--- config.mk ---
export PLATFORM = sky130hd
export DESIGN_NAME = rlfs_offset_sync
export DESIGN_NICKNAME = d
export VERILOG_FILES = /design/src/shared/rlfs_pkg.sv /design/src/rlfs_offset_sync.sv
export SDC_FILE = /design/constraint.sdc
export NUM_CORES = 1
export LEC_CHECK = 0
export BUFFER_PORTS_ARGS = -buffer_cell sky130_fd_sc_hd__buf_2
export CAP_MARGIN = 5
export CORE_MARGIN = 2
export CORE_UTILIZATION = 60
export DETAILED_ROUTE_END_ITERATION = 10
export PLACE_DENSITY = 0.83
export SLEW_MARGIN = 20
export SYNTH_ARGS = -nofsm -noshare
export SYNTH_HDL_FRONTEND = slang
export SYNTH_SLANG_ARGS = --single-unit
--- constraint.sdc ---
create_clock -name clk_sys -period 16.78 [get_ports clk_sys]
set_clock_uncertainty 0.05 [all_clocks]
set_input_delay 0.839 -clock clk_sys [delete_from_list [all_inputs] [get_ports clk_sys]]
set_output_delay 0.839 -clock clk_sys [all_outputs]
set_load 0.01 [all_outputs]
--- src/shared/rlfs_pkg.sv ---
// Constants and carrier types for the radio link frame offset block
package rlfs_pkg;
   // -------------------------------------------------------------------------
   // Frame timing
   // -------------------------------------------------------------------------
   localparam int unsigned FRAME_CHIPS   = 38400;
   localparam int unsigned DEFAULT_DPCH_OFFSET_UNIT     = 512;
   localparam int unsigned ROUND_CHIPS   = 256;
   localparam int unsigned CFN_MOD       = 256;
   localparam logic [15:0] ZERO_CHIPS    = 16'h0000;
   localparam logic [7:0]  ZERO_FRAMES   = 8'h00;
   localparam logic [23:0] FRAME_CHIPS_W = 24'h009600;
   localparam logic [23:0] ROUND_HALF_W  = 24'h000080;
   localparam logic [23:0] ROUND_MASK_W  = 24'hffff00;

   // -------------------------------------------------------------------------
   // Modes and cases
   // -------------------------------------------------------------------------
   typedef enum logic [2:0] {
      CASE_COMMON,
      CASE_FIRST_ONE,
      CASE_FIRST_MANY,
      CASE_ADD_OR_MOVE,
      CASE_FROM_OTHER_RAN
   } rlfs_case_t;

   typedef struct packed {
      logic       valid;
      logic       timeDuplex;
      rlfs_case_t linkCase;
      logic [9:0] defaultDpchOffset;
      logic [7:0] frameCountOffset;
      logic [15:0] chipFractionOffset;
   } rlfs_offset_req_t;

   typedef struct packed {
      logic        valid;
      logic [7:0]  linkFrameOffset;
      logic [15:0] linkChipOffset;
      logic [7:0]  roundedFrameOffset;
      logic [15:0] roundedChipOffset;
   } rlfs_offset_rsp_t;

   typedef struct packed {
      logic       request;
      logic [7:0] changeFrame;
   } rlfs_cfg_req_t;
endpackage

--- src/rlfs_offset_sync.sv ---
// Network-side offset calculation, frame counter and synchronised config change
//
// What this block does
// RULE_01: Common channel state holds frame offset zero
// RULE_02: Single link: offsets equal default offset times 512
// RULE_03: Many links: add frame count and chip fraction
// RULE_04: Add or move link: offset from terminal report
// RULE_05: Other network entry reuses equations, zero frame count; code zeroes frame count only in time duplex
// RULE_06: Terminal seeds counter from cell frame, duplex frequency
// RULE_07: Terminal seeds counter from cell frame, time duplex
// RULE_08: Terminal from other network uses reference cell
// RULE_09: Connection frame number counts per frame, wraps 256
// RULE_10: Terminal reports frame count and chip fraction
// RULE_11: Time duplex terminal reports frame count only
// RULE_12: Base station rounds to nearest 256-chip boundary
// RULE_13: Prepare stations, confirm, then pick change frame
// RULE_14: Apply new configuration at signalled frame number
// RULE_15: Split chip count into frame quotient and remainder
`timescale 1ns/1ps
module rlfs_offset_sync (
   input  wire logic                      clk_sys,
   input  wire logic                      resetn,
   input  wire rlfs_pkg::rlfs_offset_req_t offsetReq,
   output rlfs_pkg::rlfs_offset_rsp_t      offsetRsp,
   input  wire logic                      frameTick,
   input  wire logic                      linkActive,
   input  wire logic [7:0]                cfnLoad,
   input  wire logic                      cfnLoadValid,
   output logic [7:0]                     connectionFrameNumber,
   input  wire rlfs_pkg::rlfs_cfg_req_t   cfgReq,
   output logic                           prepareCmd,
   input  wire logic                      prepareDone,
   output logic                           changeSignal,
   output logic [7:0]                     changeFrame,
   output logic                           applyConfig,
   output logic                           busy
);
   import rlfs_pkg::*;

   // -------------------------------------------------------------------------
   // Offset calculation
   // -------------------------------------------------------------------------
   logic [23:0] doffChips;
   logic [23:0] offChips;
   logic [23:0] totalChips;
   logic [7:0]  frameOff;
   logic [15:0] chipOff;
   logic [23:0] roundedChips;
   logic        roundCarry;
   logic [7:0]  roundFrame;
   logic [15:0] roundChip;

   // Chip counts of the terms that the offset equations add up
   always_comb begin
      doffChips = 24'(offsetReq.defaultDpchOffset) * 24'(DEFAULT_DPCH_OFFSET_UNIT);
      offChips  = 24'(offsetReq.frameCountOffset) * FRAME_CHIPS_W + 24'(offsetReq.chipFractionOffset);
   end

   // Combined chip count of the link case
   always_comb begin
      unique case (offsetReq.linkCase)
         CASE_COMMON:         totalChips = 24'h000000; // RULE_01
         CASE_FIRST_ONE:      totalChips = doffChips; // RULE_02
         CASE_FIRST_MANY:     totalChips = doffChips + offChips; // RULE_03
         CASE_ADD_OR_MOVE:    totalChips = offChips; // RULE_04
         CASE_FROM_OTHER_RAN: totalChips = doffChips + offChips; // RULE_05
         default:             totalChips = 24'h000000;
      endcase
   end

   // Whole frames and leftover chips; time duplex drops the chips and keeps only the add or move frame count, zero frames otherwise
   always_comb begin
      frameOff = 8'(totalChips / FRAME_CHIPS_W); // RULE_15
      chipOff  = 16'(totalChips % FRAME_CHIPS_W); // RULE_15
      if (offsetReq.timeDuplex) begin
         chipOff = ZERO_CHIPS;
         unique case (offsetReq.linkCase)
            CASE_ADD_OR_MOVE: frameOff = offsetReq.frameCountOffset; // RULE_04
            default:          frameOff = ZERO_FRAMES; // RULE_02 RULE_05
         endcase
      end
   end

   // Half-up rounding; a full frame of chips carries into the frame count
   always_comb begin
      roundedChips = (24'(chipOff) + ROUND_HALF_W) & ROUND_MASK_W; // RULE_12
      roundCarry   = roundedChips >= FRAME_CHIPS_W;
      if (roundCarry) begin
         roundFrame = frameOff + 8'h01; // RULE_12
         roundChip  = 16'(roundedChips - FRAME_CHIPS_W);
      end else begin
         roundFrame = frameOff;
         roundChip  = 16'(roundedChips);
      end
   end

   // -------------------------------------------------------------------------
   // Offset response
   // -------------------------------------------------------------------------
   always_ff @(posedge clk_sys) begin
      if (!resetn) begin
         offsetRsp <= '0;
      end else begin
         offsetRsp.valid              <= offsetReq.valid;
         offsetRsp.linkFrameOffset    <= frameOff; // RULE_15
         offsetRsp.linkChipOffset     <= chipOff; // RULE_15
         offsetRsp.roundedFrameOffset <= roundFrame; // RULE_12
         offsetRsp.roundedChipOffset  <= roundChip; // RULE_12
      end
   end

   // -------------------------------------------------------------------------
   // Connection frame counter
   // -------------------------------------------------------------------------
   logic       cfnStep;
   logic [7:0] cfnNext_d;

   // A load wins over the frame step
   always_comb begin
      cfnStep   = cfnLoadValid || (linkActive && frameTick);
      cfnNext_d = connectionFrameNumber;
      if (cfnLoadValid) begin
         cfnNext_d = cfnLoad;
      end else if (linkActive && frameTick) begin
         cfnNext_d = connectionFrameNumber + 8'h01; // RULE_09
      end
   end

   always_ff @(posedge clk_sys) begin
      if (!resetn) begin
         connectionFrameNumber <= 8'h00;
      end else begin
         connectionFrameNumber <= cfnNext_d; // RULE_09
      end
   end

   // -------------------------------------------------------------------------
   // Synchronised configuration change
   // -------------------------------------------------------------------------
   typedef enum logic [1:0] {ST_IDLE, ST_PREPARE, ST_WAIT_FRAME} rlfs_chg_state_t;
   rlfs_chg_state_t chgState_q;
   logic [7:0]      pendFrame_q;
   logic            takeReq;
   logic            prepOk;
   logic            hitFrame;

   // A request while a change is pending is ignored
   always_comb begin
      takeReq  = 1'b0;
      prepOk   = 1'b0;
      hitFrame = 1'b0;
      unique case (chgState_q)
         ST_IDLE: begin
            takeReq = cfgReq.request;
         end
         ST_PREPARE: begin
            prepOk = prepareDone; // RULE_13
         end
         ST_WAIT_FRAME: begin
            // Same edge at which the counter takes the signalled value, by step or load
            hitFrame = cfnStep && (cfnNext_d == changeFrame); // RULE_14
         end
      endcase
   end

   always_ff @(posedge clk_sys) begin
      if (!resetn) begin
         chgState_q <= ST_IDLE;
      end else begin
         unique case (chgState_q)
            ST_IDLE: begin
               if (takeReq) begin
                  chgState_q <= ST_PREPARE; // RULE_13
               end
            end
            ST_PREPARE: begin
               if (prepOk) begin
                  chgState_q <= ST_WAIT_FRAME; // RULE_13
               end
            end
            ST_WAIT_FRAME: begin
               if (hitFrame) begin
                  chgState_q <= ST_IDLE; // RULE_14
               end
            end
         endcase
      end
   end

   // Frame chosen by the controller, held until the stations confirm
   always_ff @(posedge clk_sys) begin
      if (!resetn) begin
         pendFrame_q <= 8'h00;
      end else if (takeReq) begin
         pendFrame_q <= cfgReq.changeFrame;
      end
   end

   // Stations are told to prepare before anything else is signalled
   always_ff @(posedge clk_sys) begin
      if (!resetn) begin
         prepareCmd <= 1'b0;
      end else if (takeReq) begin
         prepareCmd <= 1'b1; // RULE_13
      end else if (prepOk) begin
         prepareCmd <= 1'b0; // RULE_13
      end
   end

   // Change frame goes out only after confirmation
   always_ff @(posedge clk_sys) begin
      if (!resetn) begin
         changeSignal <= 1'b0;
         changeFrame  <= 8'h00;
      end else begin
         changeSignal <= prepOk; // RULE_13
         if (prepOk) begin
            changeFrame <= pendFrame_q; // RULE_13
         end
      end
   end

   always_ff @(posedge clk_sys) begin
      if (!resetn) begin
         applyConfig <= 1'b0;
      end else begin
         applyConfig <= hitFrame; // RULE_14
      end
   end

   // Busy from accepted request until the change is applied
   always_ff @(posedge clk_sys) begin
      if (!resetn) begin
         busy <= 1'b0;
      end else if (takeReq) begin
         busy <= 1'b1;
      end else if (hitFrame) begin
         busy <= 1'b0; // RULE_14
      end
   end
endmodule

==> results of run 1 <==
[cells in the mapped netlist, drive strengths merged, types with 10 or more instances]
cell and number:
xor2 20, nor3 48, clkbuf 33, buf 25
nor4 18, a211oi 32, mux2i 23, and3 10
mux2 12, nand4 12, o31ai 11, a21o 19
nand3 49, and2 33, nand2 123, or3 12
or2 11, o21a 22, xnor2 61, a31oi 22
nand2b 17, nor2 116, o21ai 70, a21oi 89
inv 38, o211ai 22, dfxtp 71, ha 62
[sequential cells by signal (all words and copies together), names as in the netlist]
register,flops
applyConfig,1
busy,1
changeFrame,8
changeSignal,1
chgState_q,2
connectionFrameNumber,8
offsetRsp,41
pendFrame_q,8
prepareCmd,1
[metrics by stage]
stage	setup WS [ns]	instances	utilization, %
global placement	1.51	1536	66.0
finish	1.13	1551	68.3
detailed placement	0.933	1536	66.0
CTS	1.19	1551	68.3
floorplan	3.37	1259	-
global route	0.0244	1551	68.3
[timing repair]
item / in CTS / in global routing
endpoints found under the setup margin: 0 / 8
buffers inserted: 0 / 0
resized for setup: 0 / 2
[worst max-delay path: cells and delay by family]
family | cells | cell delay [ns]
buffers and inverters | 3 | 0.23
AO/OA/AOI/OAI | 26 | 8.06
XOR/XNOR | 4 | 0.98
adder cells (fa/ha/maj) | 8 | 2.52
AND/OR/NAND/NOR | 12 | 2.77
multiplexers | 1 | 0.40
[cells by family after synthesis]
logic type	after synthesis
simple gates	489
buf+inv	97
xor+xnor	81
other cells	1
fa+ha+maj	77
compound gates	401
flops	71
mux	35
[per-layer routing]
metal  routed length [um]  global-route usage (%)  up-vias  part of all wire, %
li1                     -                       -     4850                    -
met1                12100                    43.3     4665                   45
met2                11900                    49.8      481                   44
met3                 2240                    5.24       74                  8.3
met4                  732                    9.74        2                  2.7
met5                   11                       0        -                0.041
[cell type report]
type | instances | area [um^2] | area share (%)
multi-input combinational | 1091 | 7660 | 73.2
sequential | 71 | 1420 | 13.6
timing repair buffer | 124 | 626 | 5.98
tap | 211 | 264 | 2.52
clock buffer | 10 | 239 | 2.28
inverter | 39 | 146 | 1.40
clock inverter | 5 | 106 | 1.02
[worst max path at each step]
stage | start | endpoint
after floorplan | offsetReq[19] | offsetRsp[20]
after global placement | offsetReq[19] | offsetRsp[20]
after detailed placement | offsetReq[19] | offsetRsp[22]
after CTS | offsetReq[19] | offsetRsp[20]
after global routing | offsetReq[19] | offsetRsp[20]
final | offsetReq[19] | offsetRsp[20]
==> metrics.yaml, run 1 <==
status: "complete, no violations"
synth_cell_types: 119
required_ns: 16.97
r2r_end: "chgState_q[1]"
startpoint_type: "input port"
wl_um: 27000
yosysWarnings: 0
rrSetupSlack_ns: 13.79
synth_area_leaders: "dfxtp_1 15%, ha_1 8.2%, xnor2_1 5.2%"
grt_pass1_vias: 8928
synth_top_family_by_area: "compound AO/OA/AOI/OAI gates"
slowest_stage: "o31ai_2"
nets: 1469
synthArstFlopShare_pct: 0
avgViaCountPerCell: 6.49
setup_violations: 0
worstPathMaxFanout: 13
slew_viol_final: 0
die_w_um: 130
worstSetupPathType: "in2reg"
cts_sinks: 71
max_stage_delay_ns: 0.74
timing.rr.start: "connectionFrameNumber[0]"
initial_utilization_pct: 61.8
vias: 10100
postSynthAreaPerCell_um2: 7.56
muxShareOfSynthArea_pct: 4.16
layout_commonest_cell: "nand2_1"
numCtsBuffers: 9
hold_viol: 0
maxSlewHeadroom_pct: 38.3
rsz0062_at_grt: "false"
antenna_found_initial: 1
most-common-layout-cells: "123 x nand2_1, 122 x buf_2, 111 x nor2_1"
layout-drive-gt1-share_pct: 17.0
ctsHtreeMaxLevel: 3
worstSkewPairLatency_ns: 0.33
fmax_ghz: 0.0639
end_kind: "flip-flop"
worst_pin_slew_ns: 0.926
wl_per_cell_um: 17.4
cts_tree: "done"
dp_hpwl_um: 20900
synth-seq-cells: 71
synth_top_area_share_pct: 15.0
max_cap_violations: 0
core_mm2: 0.0153
drcViolationCount: 0
fp.dieH_um: 130
min_to: "pendFrame_q[3]"
hold_class: "reg2reg"
root_buffer: "clkbuf_16"
dr.first_iter.drc_count: 998
num_rows: 45
grt_max_degree: 44
synth.largest_area_cell: "dfxtp_1"
firstDrtPassIters: 6
io_pins: 131
post_synth_fa_ha_maj_area_fraction_pct: 10.7
tns_ns: 0
synth_compound_area_share_pct: 31.2
ctsHoldBuffers: 0
design_area_mm2: 0.0105
cts_buffer_depth: 2
grt_use_total_pct: 31.3
crit_arrival_ns: 15.84
placed_area_mm2: 0.0101
diodes: 0
n_fill_cell: 1286
synth_area_mm2: 0.00947
synth_ff_type: "dfxtp_1"
synth-edff-count: 0
min_period_over_period_pct: 93.3
die_area_mm2: 0.0168
grt.overflow.total: 0
worstHoldPathCells: 2
reg2reg_depth: 13
synth_xor_area_share_pct: 8.05
syn_to_final_growth_pct: 10.5
hold_slack_ns: 0.413
syn_inst: 1252
yosys.area_share.simple_pct: 26.3
postRouteAntennaNets: 0
ys_seq_area_share_pct: 15.0
place_congestion: 0.939
crit_path_frequent_cell: "ha_1"
period_minus_slack_ns: 15.65
min_from: "pendFrame_q[3]"
grt_pass1_wl_um: 43500
cts.clk_slew.worst_paths_ns: 0.06
portBuffers: 122
Power of run 1 is not shown: default switching activity piles up to over one toggle a cycle in this logic, so the estimate is an artifact.
==> inputs of run 2 (changes only) <==
ABC_CLOCK_PERIOD_IN_PS = 19800   (was not set)
CTS_BUF_LIST = sky130_fd_sc_hd__clkbuf_8   (was not set)
clock period = 19.8 ns   (was 16.78 ns; I/O delays follow)
==> run 2 against run 1 <==
Core utilization shrank 0.72 points. Register-to-register slack better by 3.1 ns. Sequential share of layout area increased by 0.14 points. Via count shrank 1.3%. Sequential cell count unchanged. Worst setup slack better by 2.7 ns. First-iteration DRC count rose by 1.4%. Cell count is the same. Non-clock buffer count unchanged. Design area is 1.1% lower. Routed wire length decreased by 2.3%. Largest cell class unchanged.
==> metrics.yaml, run 2 (synthesis results as in run 1) <==
startpoint_type: "input port"  # unchanged
max_stage_delay_ns: 0.79  # was 0.74 ns
crit_path_frequent_cell: "ha_1"  # unchanged
design_area_mm2: 0.0104  # was 0.0105 mm^2
dr.first_iter.drc_count: 1012  # was 998
cts_sinks: 71  # unchanged
cts_buffer_depth: 2  # unchanged
vias: 9946  # was 10100
portBuffers: 122  # unchanged
num_rows: 45  # unchanged
core_mm2: 0.0153  # unchanged
place_congestion: 0.950  # was 0.939
dp_hpwl_um: 20800  # was 20900 um
cts_tree: "done"  # unchanged
status: "complete, no violations"  # unchanged
min_from: "pendFrame_q[3]"  # unchanged
slew_viol_final: 0  # unchanged
fmax_ghz: 0.0626
reg2reg_depth: 12  # was 13
largest_reg_flops: 41  # unchanged
syn_to_final_growth_pct: 9.31  # was 10.5%
die_area_mm2: 0.0168  # unchanged
placed_area_mm2: 0.0101  # unchanged
nets: 1469  # unchanged
worstSkewPairLatency_ns: 0.34  # was 0.33 ns
root_buffer: "clkbuf_8"  # was clkbuf_16
maxSlewHeadroom_pct: 41.7  # was 38.3%
fp.dieH_um: 130  # unchanged
layout-drive-gt1-share_pct: 16.9  # was 17.0%
firstDrtPassIters: 5  # was 6
layout_commonest_cell: "nand2_1"  # unchanged
die_w_um: 130  # unchanged
rsz0062_at_grt: "false"  # unchanged
min_period_over_period_pct: 80.7
grt_pass1_vias: 8766  # was 8928
diodes: 0  # unchanged
drcViolationCount: 0  # unchanged
period_minus_slack_ns: 15.99
rrSetupSlack_ns: 16.91  # was 13.79 ns
initial_utilization_pct: 61.8  # unchanged
end_kind: "flip-flop"  # unchanged
numCtsBuffers: 9  # unchanged
most-common-layout-cells: "123 x nand2_1, 122 x buf_2, 111 x nor2_1"  # unchanged
antenna_found_initial: 2  # was 1
setup_violations: 0  # unchanged
grt_max_degree: 44  # unchanged
cts_setup_buffers: 0  # unchanged
grt_pass1_wl_um: 42400  # was 43500 um
min_to: "pendFrame_q[3]"  # unchanged
avgViaCountPerCell: 6.41  # was 6.49
max_cap_violations: 0  # unchanged
postRouteAntennaNets: 0  # unchanged
grt_use_total_pct: 30.3  # was 31.3%
worstSetupPathType: "in2reg"  # unchanged
required_ns: 20.01  # was 16.97 ns
ctsResizeCount: 0  # unchanged
timing.rr.start: "connectionFrameNumber[0]"  # unchanged
worst_pin_slew_ns: 0.875  # was 0.926 ns
ctsHoldBuffers: 0  # unchanged
grt.overflow.total: 0  # unchanged
crit_arrival_ns: 16.20  # was 15.84 ns
io_pins: 131  # unchanged
wl_per_cell_um: 17.0  # was 17.4 um
top_register: "offsetRsp"  # unchanged
wl_um: 26400  # was 27000 um
worstHoldPathCells: 2  # unchanged
slowest_stage: "o31ai_2"  # unchanged
cts.clk_slew.worst_paths_ns: 0.07  # was 0.06 ns
ctsHtreeMaxLevel: 3  # unchanged
hold_viol: 0  # unchanged
hold_class: "reg2reg"  # unchanged
tns_ns: 0  # unchanged
worstPathMaxFanout: 18  # was 13
r2r_end: "chgState_q[0]"  # was chgState_q[1]
## run 2: cell counts in the layout (fill, tap and decap cells not counted)
Identical to the previous run, type by type.
## run 2: worst max-delay path, delay by kind of cell
kind	cells	cell delay, ns
AO/OA/AOI/OAI	21	6.78
AND/OR/NAND/NOR	15	3.69
adder cells (fa/ha/maj)	8	2.61
multiplexers	3	1.12
XOR/XNOR	3	0.76
buffers and inverters	3	0.23
## run 2: area by class of cell
cell class	instances	area (um^2)
well taps	211	264
fillers	1290	4960
repair buffers	124	626
clock buffers	10	138
flip-flops and latches	71	1420
inverters	39	146
clock inverters	5	106
multi-input cells	1091	7650
## run 2: through the flow
| stage | instances | hold slack [ns] | utilization [%] | worst slack, ns |
|---|---|---|---|---|
| 2_1_floorplan | 1259 | 0.382 | - | 6.24 |
| 3_3_place_gp | 1536 | 0.393 | 66.0 | 4.40 |
| 3_5_place_dp | 1536 | 0.397 | 66.0 | 3.77 |
| 4_1_cts | 1551 | 0.409 | 67.6 | 4.10 |
| 5_1_grt | 1551 | 0.439 | 67.6 | 2.71 |
| 6_report | 1551 | 0.411 | 67.6 | 3.81 |
## run 2: worst max path at each step
stage / end / slack, ns / startpoint
finish: offsetRsp[20] / 3.81 / offsetReq[19]
floorplan: offsetRsp[20] / 6.24 / offsetReq[19]
detailed placement: offsetRsp[22] / 3.77 / offsetReq[19]
global route: offsetRsp[20] / 2.71 / offsetReq[19]
global placement: offsetRsp[20] / 4.40 / offsetReq[19]
CTS: offsetRsp[20] / 4.10 / offsetReq[19]
## run 2: metal layers
metal,track usage (%),part of all wire (%)
met1,43.1,46
met2,49.2,44
met3,4.25,8.5
met4,5.82,1.5
met5,0,0.049
Power of run 2 is left out for the same reason.
==> inputs of run 3 (changes only) <==
ABC_AREA = 1   (was not set)
ABC_CLOCK_PERIOD_IN_PS = 13400   (was 19800)
CORE_UTILIZATION = 54   (was 60)
PLACE_DENSITY = 0.8   (was 0.83)
clock period = 13.4 ns   (was 19.8 ns; I/O delays follow)
==> run 3 against run 2 <==
Critical path depth up 30. Global-route usage is 5.8 points lower. Non-clock buffer count fell by 1. Core utilization down 6.6 points. First-iteration DRC count down 59%. Worst setup slack lost 2.5 ns. Synthesized cell count up 1.7%. Largest cell class unchanged.
==> metrics.yaml, run 3 <==
status: "complete, no violations"  # unchanged
max_stage_delay_ns: 0.50  # was 0.79 ns
grt_pass1_vias: 7597  # was 8766
worst_pin_slew_ns: 0.970  # was 0.875 ns
cts.clk_slew.worst_paths_ns: 0.08  # was 0.07 ns
worstSkewPairLatency_ns: 0.35  # was 0.34 ns
design_area_mm2: 0.00920  # was 0.0104 mm^2
diodes: 0  # unchanged
min_period_over_period_pct: 90.1
cts_setup_buffers: 0  # unchanged
dp_hpwl_um: 16500  # was 20800 um
slew_viol_final: 0  # unchanged
multi_input_area_mm2: 0.00603  # was 0.00765 mm^2
hold_viol: 0  # unchanged
hold_class: "reg2reg"  # unchanged
synth_top_area_share_pct: 17.2  # was 15.0%
vias: 8373  # was 9946
ys_seq_area_share_pct: 17.2  # was 15.0%
synth-seq-cells: 71  # unchanged
top_register: "offsetRsp"  # unchanged
grt_pass1_wl_um: 33700  # was 42400 um
syn_inst: 1273  # was 1252
setup_violations: 0  # unchanged
fin_ws_ns: 1.33  # was 3.81 ns
placed_area_mm2: 0.00900  # was 0.0101 mm^2
synth.largest_area_cell: "dfxtp_1"  # unchanged
dp.cells: 1569  # was 1536
period_minus_slack_ns: 12.07
grt_use_total_pct: 24.5  # was 30.3%
worstPathMaxFanout: 12  # was 18
wl_per_cell_um: 12.5  # was 17.0 um
ctsHtreeMaxLevel: 3  # unchanged
core_mm2: 0.0151  # was 0.0153 mm^2
die_w_um: 128  # was 130 um
finalNonFillerCells: 1585  # was 1551
end_kind: "flip-flop"  # unchanged
dr.first_iter.drc_count: 419  # was 1012
place_congestion: 0.945  # was 0.950
required_ns: 13.60  # was 20.01 ns
die_area_mm2: 0.0163  # was 0.0168 mm^2
synth_common_cells: "307 x nand2_1, 154 x inv_1, 140 x nor2_1"  # was 123 x nand2_1, 111 x nor2_1, 87 x a21oi_1
layout_commonest_cell: "nand2_1"  # unchanged
synth_cell_types: 52  # was 119
max_cap_violations: 0  # unchanged
postSynthAreaPerCell_um2: 6.50  # was 7.56 um^2
ctsHoldBuffers: 0  # unchanged
fmax_ghz: 0.0829
wl_um: 19800  # was 26400 um
layout-drive-gt1-share_pct: 23.7  # was 16.9%
synth_area_mm2: 0.00828  # was 0.00947 mm^2
synth-edff-count: 0  # unchanged
synth_ff_type: "dfxtp_1"  # unchanged
drcViolationCount: 0  # unchanged
cts_tree: "done"  # unchanged
yosysWarnings: 0  # unchanged
antenna_found_initial: 0  # was 2
avgViaCountPerCell: 5.28  # was 6.41
firstDrtPassIters: 5  # unchanged
tns_ns: 0  # unchanged
crit_arrival_ns: 12.27  # was 16.20 ns
grt.overflow.total: 0  # unchanged
grt_max_degree: 36  # was 44
io_pins: 131  # unchanged
num_rows: 45  # unchanged
fp.dieH_um: 128  # was 130 um
root_buffer: "clkbuf_8"  # unchanged
startpoint_type: "input port"  # unchanged
synth_area_leaders: "dfxtp_1 17%, nand2_1 14%, ha_1 9.4%"  # was dfxtp_1 15%, ha_1 8.2%, xnor2_1 5.2%
syn_to_final_growth_pct: 11.1  # was 9.31%
maxSlewHeadroom_pct: 34.9  # was 41.7%
ctsResizeCount: 0  # unchanged
seqCellArea_mm2: 0.00142  # unchanged
worstSetupPathType: "in2reg"  # unchanged
cts_sinks: 71  # unchanged
portBuffers: 122  # unchanged
nets: 1525  # was 1469
rsz0062_at_grt: "false"  # unchanged
synthArstFlopShare_pct: 0  # unchanged
dp_slack_ns: 1.07  # was 3.77 ns
initial_utilization_pct: 54.9  # was 61.8%
slowest_stage: "fa_1"  # was o31ai_2
crit_path_frequent_cell: "nand2_1"  # was ha_1
numCtsBuffers: 9  # unchanged
cts_buffer_depth: 2  # unchanged
largest_reg_flops: 41  # unchanged
yosysMostFrequentCell: "nand2_1"  # unchanged
most-common-layout-cells: "307 x nand2_1, 155 x inv_1, 140 x nor2_1"  # was 123 x nand2_1, 122 x buf_2, 111 x nor2_1
n_fill_cell: 1436  # was 1290
postRouteAntennaNets: 0  # unchanged
run 3: changes by cell type after synthesis, sizes merged, moves of 23 or more:
cell,delta
a211oi,-30
a21oi,-44
and2,-31
clkbuf,-26
inv,+142
mux2i,-23
nand2,+282
nand3,+100
nand4,+24
nor2,+38
nor3,-39
xnor2,-58
run 3: final timing paths:
check                            from            end  slack [ns]  cells past startpoint
max                     offsetReq[19]  offsetRsp[10]        1.33                     83
min                        prepareCmd     prepareCmd        0.42                      2
max reg2reg  connectionFrameNumber[1]  chgState_q[1]       10.72                     13
min reg2reg                prepareCmd     prepareCmd        0.42                      2
run 3: critical path: cells and delay by family:
family          cells  cell delay (ns)
compound gates      7             1.39
xor+xnor            2             0.50
fa+ha+maj           8             2.61
simple gates       57             6.34
buf+inv             9             0.72
run 3: layout make-up:
type                            count  share of cell area, %
Multi-Input combinational cell   1003                   65.6
Sequential cell                    71                   15.5
Inverter                          184                   7.56
Timing Repair Buffer              123                   6.72
Tap cell                          188                   2.56
Clock buffer                        9                   1.35
Clock inverter                      7                  0.789
run 3: cell families (layout without fill, tap and decap cells):
kind of cell,count (synthesis),after routing,synth area share [%]
XOR/XNOR,35,35,3.97
other,1,8,0.0453
adder cells (fa/ha/maj),71,71,11.5
flip-flops,71,71,17.2
AO/OA/AOI/OAI,129,129,9.60
AND/OR/NAND/NOR,760,760,47.4
buffers and inverters,206,323,10.3
run 3: through the flow:
stage               util, %  hold slack [ns]
floorplan                 -            0.400
global placement       59.7            0.399
detailed placement     59.7            0.408
CTS                    61.0            0.420
global route           61.0            0.439
finish                 61.0            0.416
run 3: layer usage:
| layer | vias to the layer above | part of all wire (%) | track usage [%] |
|---|---|---|---|
| met2 | 200 | 48 | 44.2 |
| met5 | - | 0 | 0 |
| li1 | 4323 | - | - |
| met3 | 34 | 3.8 | 2.00 |
| met4 | 0 | 2.2 | 7.37 |
| met1 | 3816 | 46 | 31.1 |
Power of run 3 is left out for the same reason.
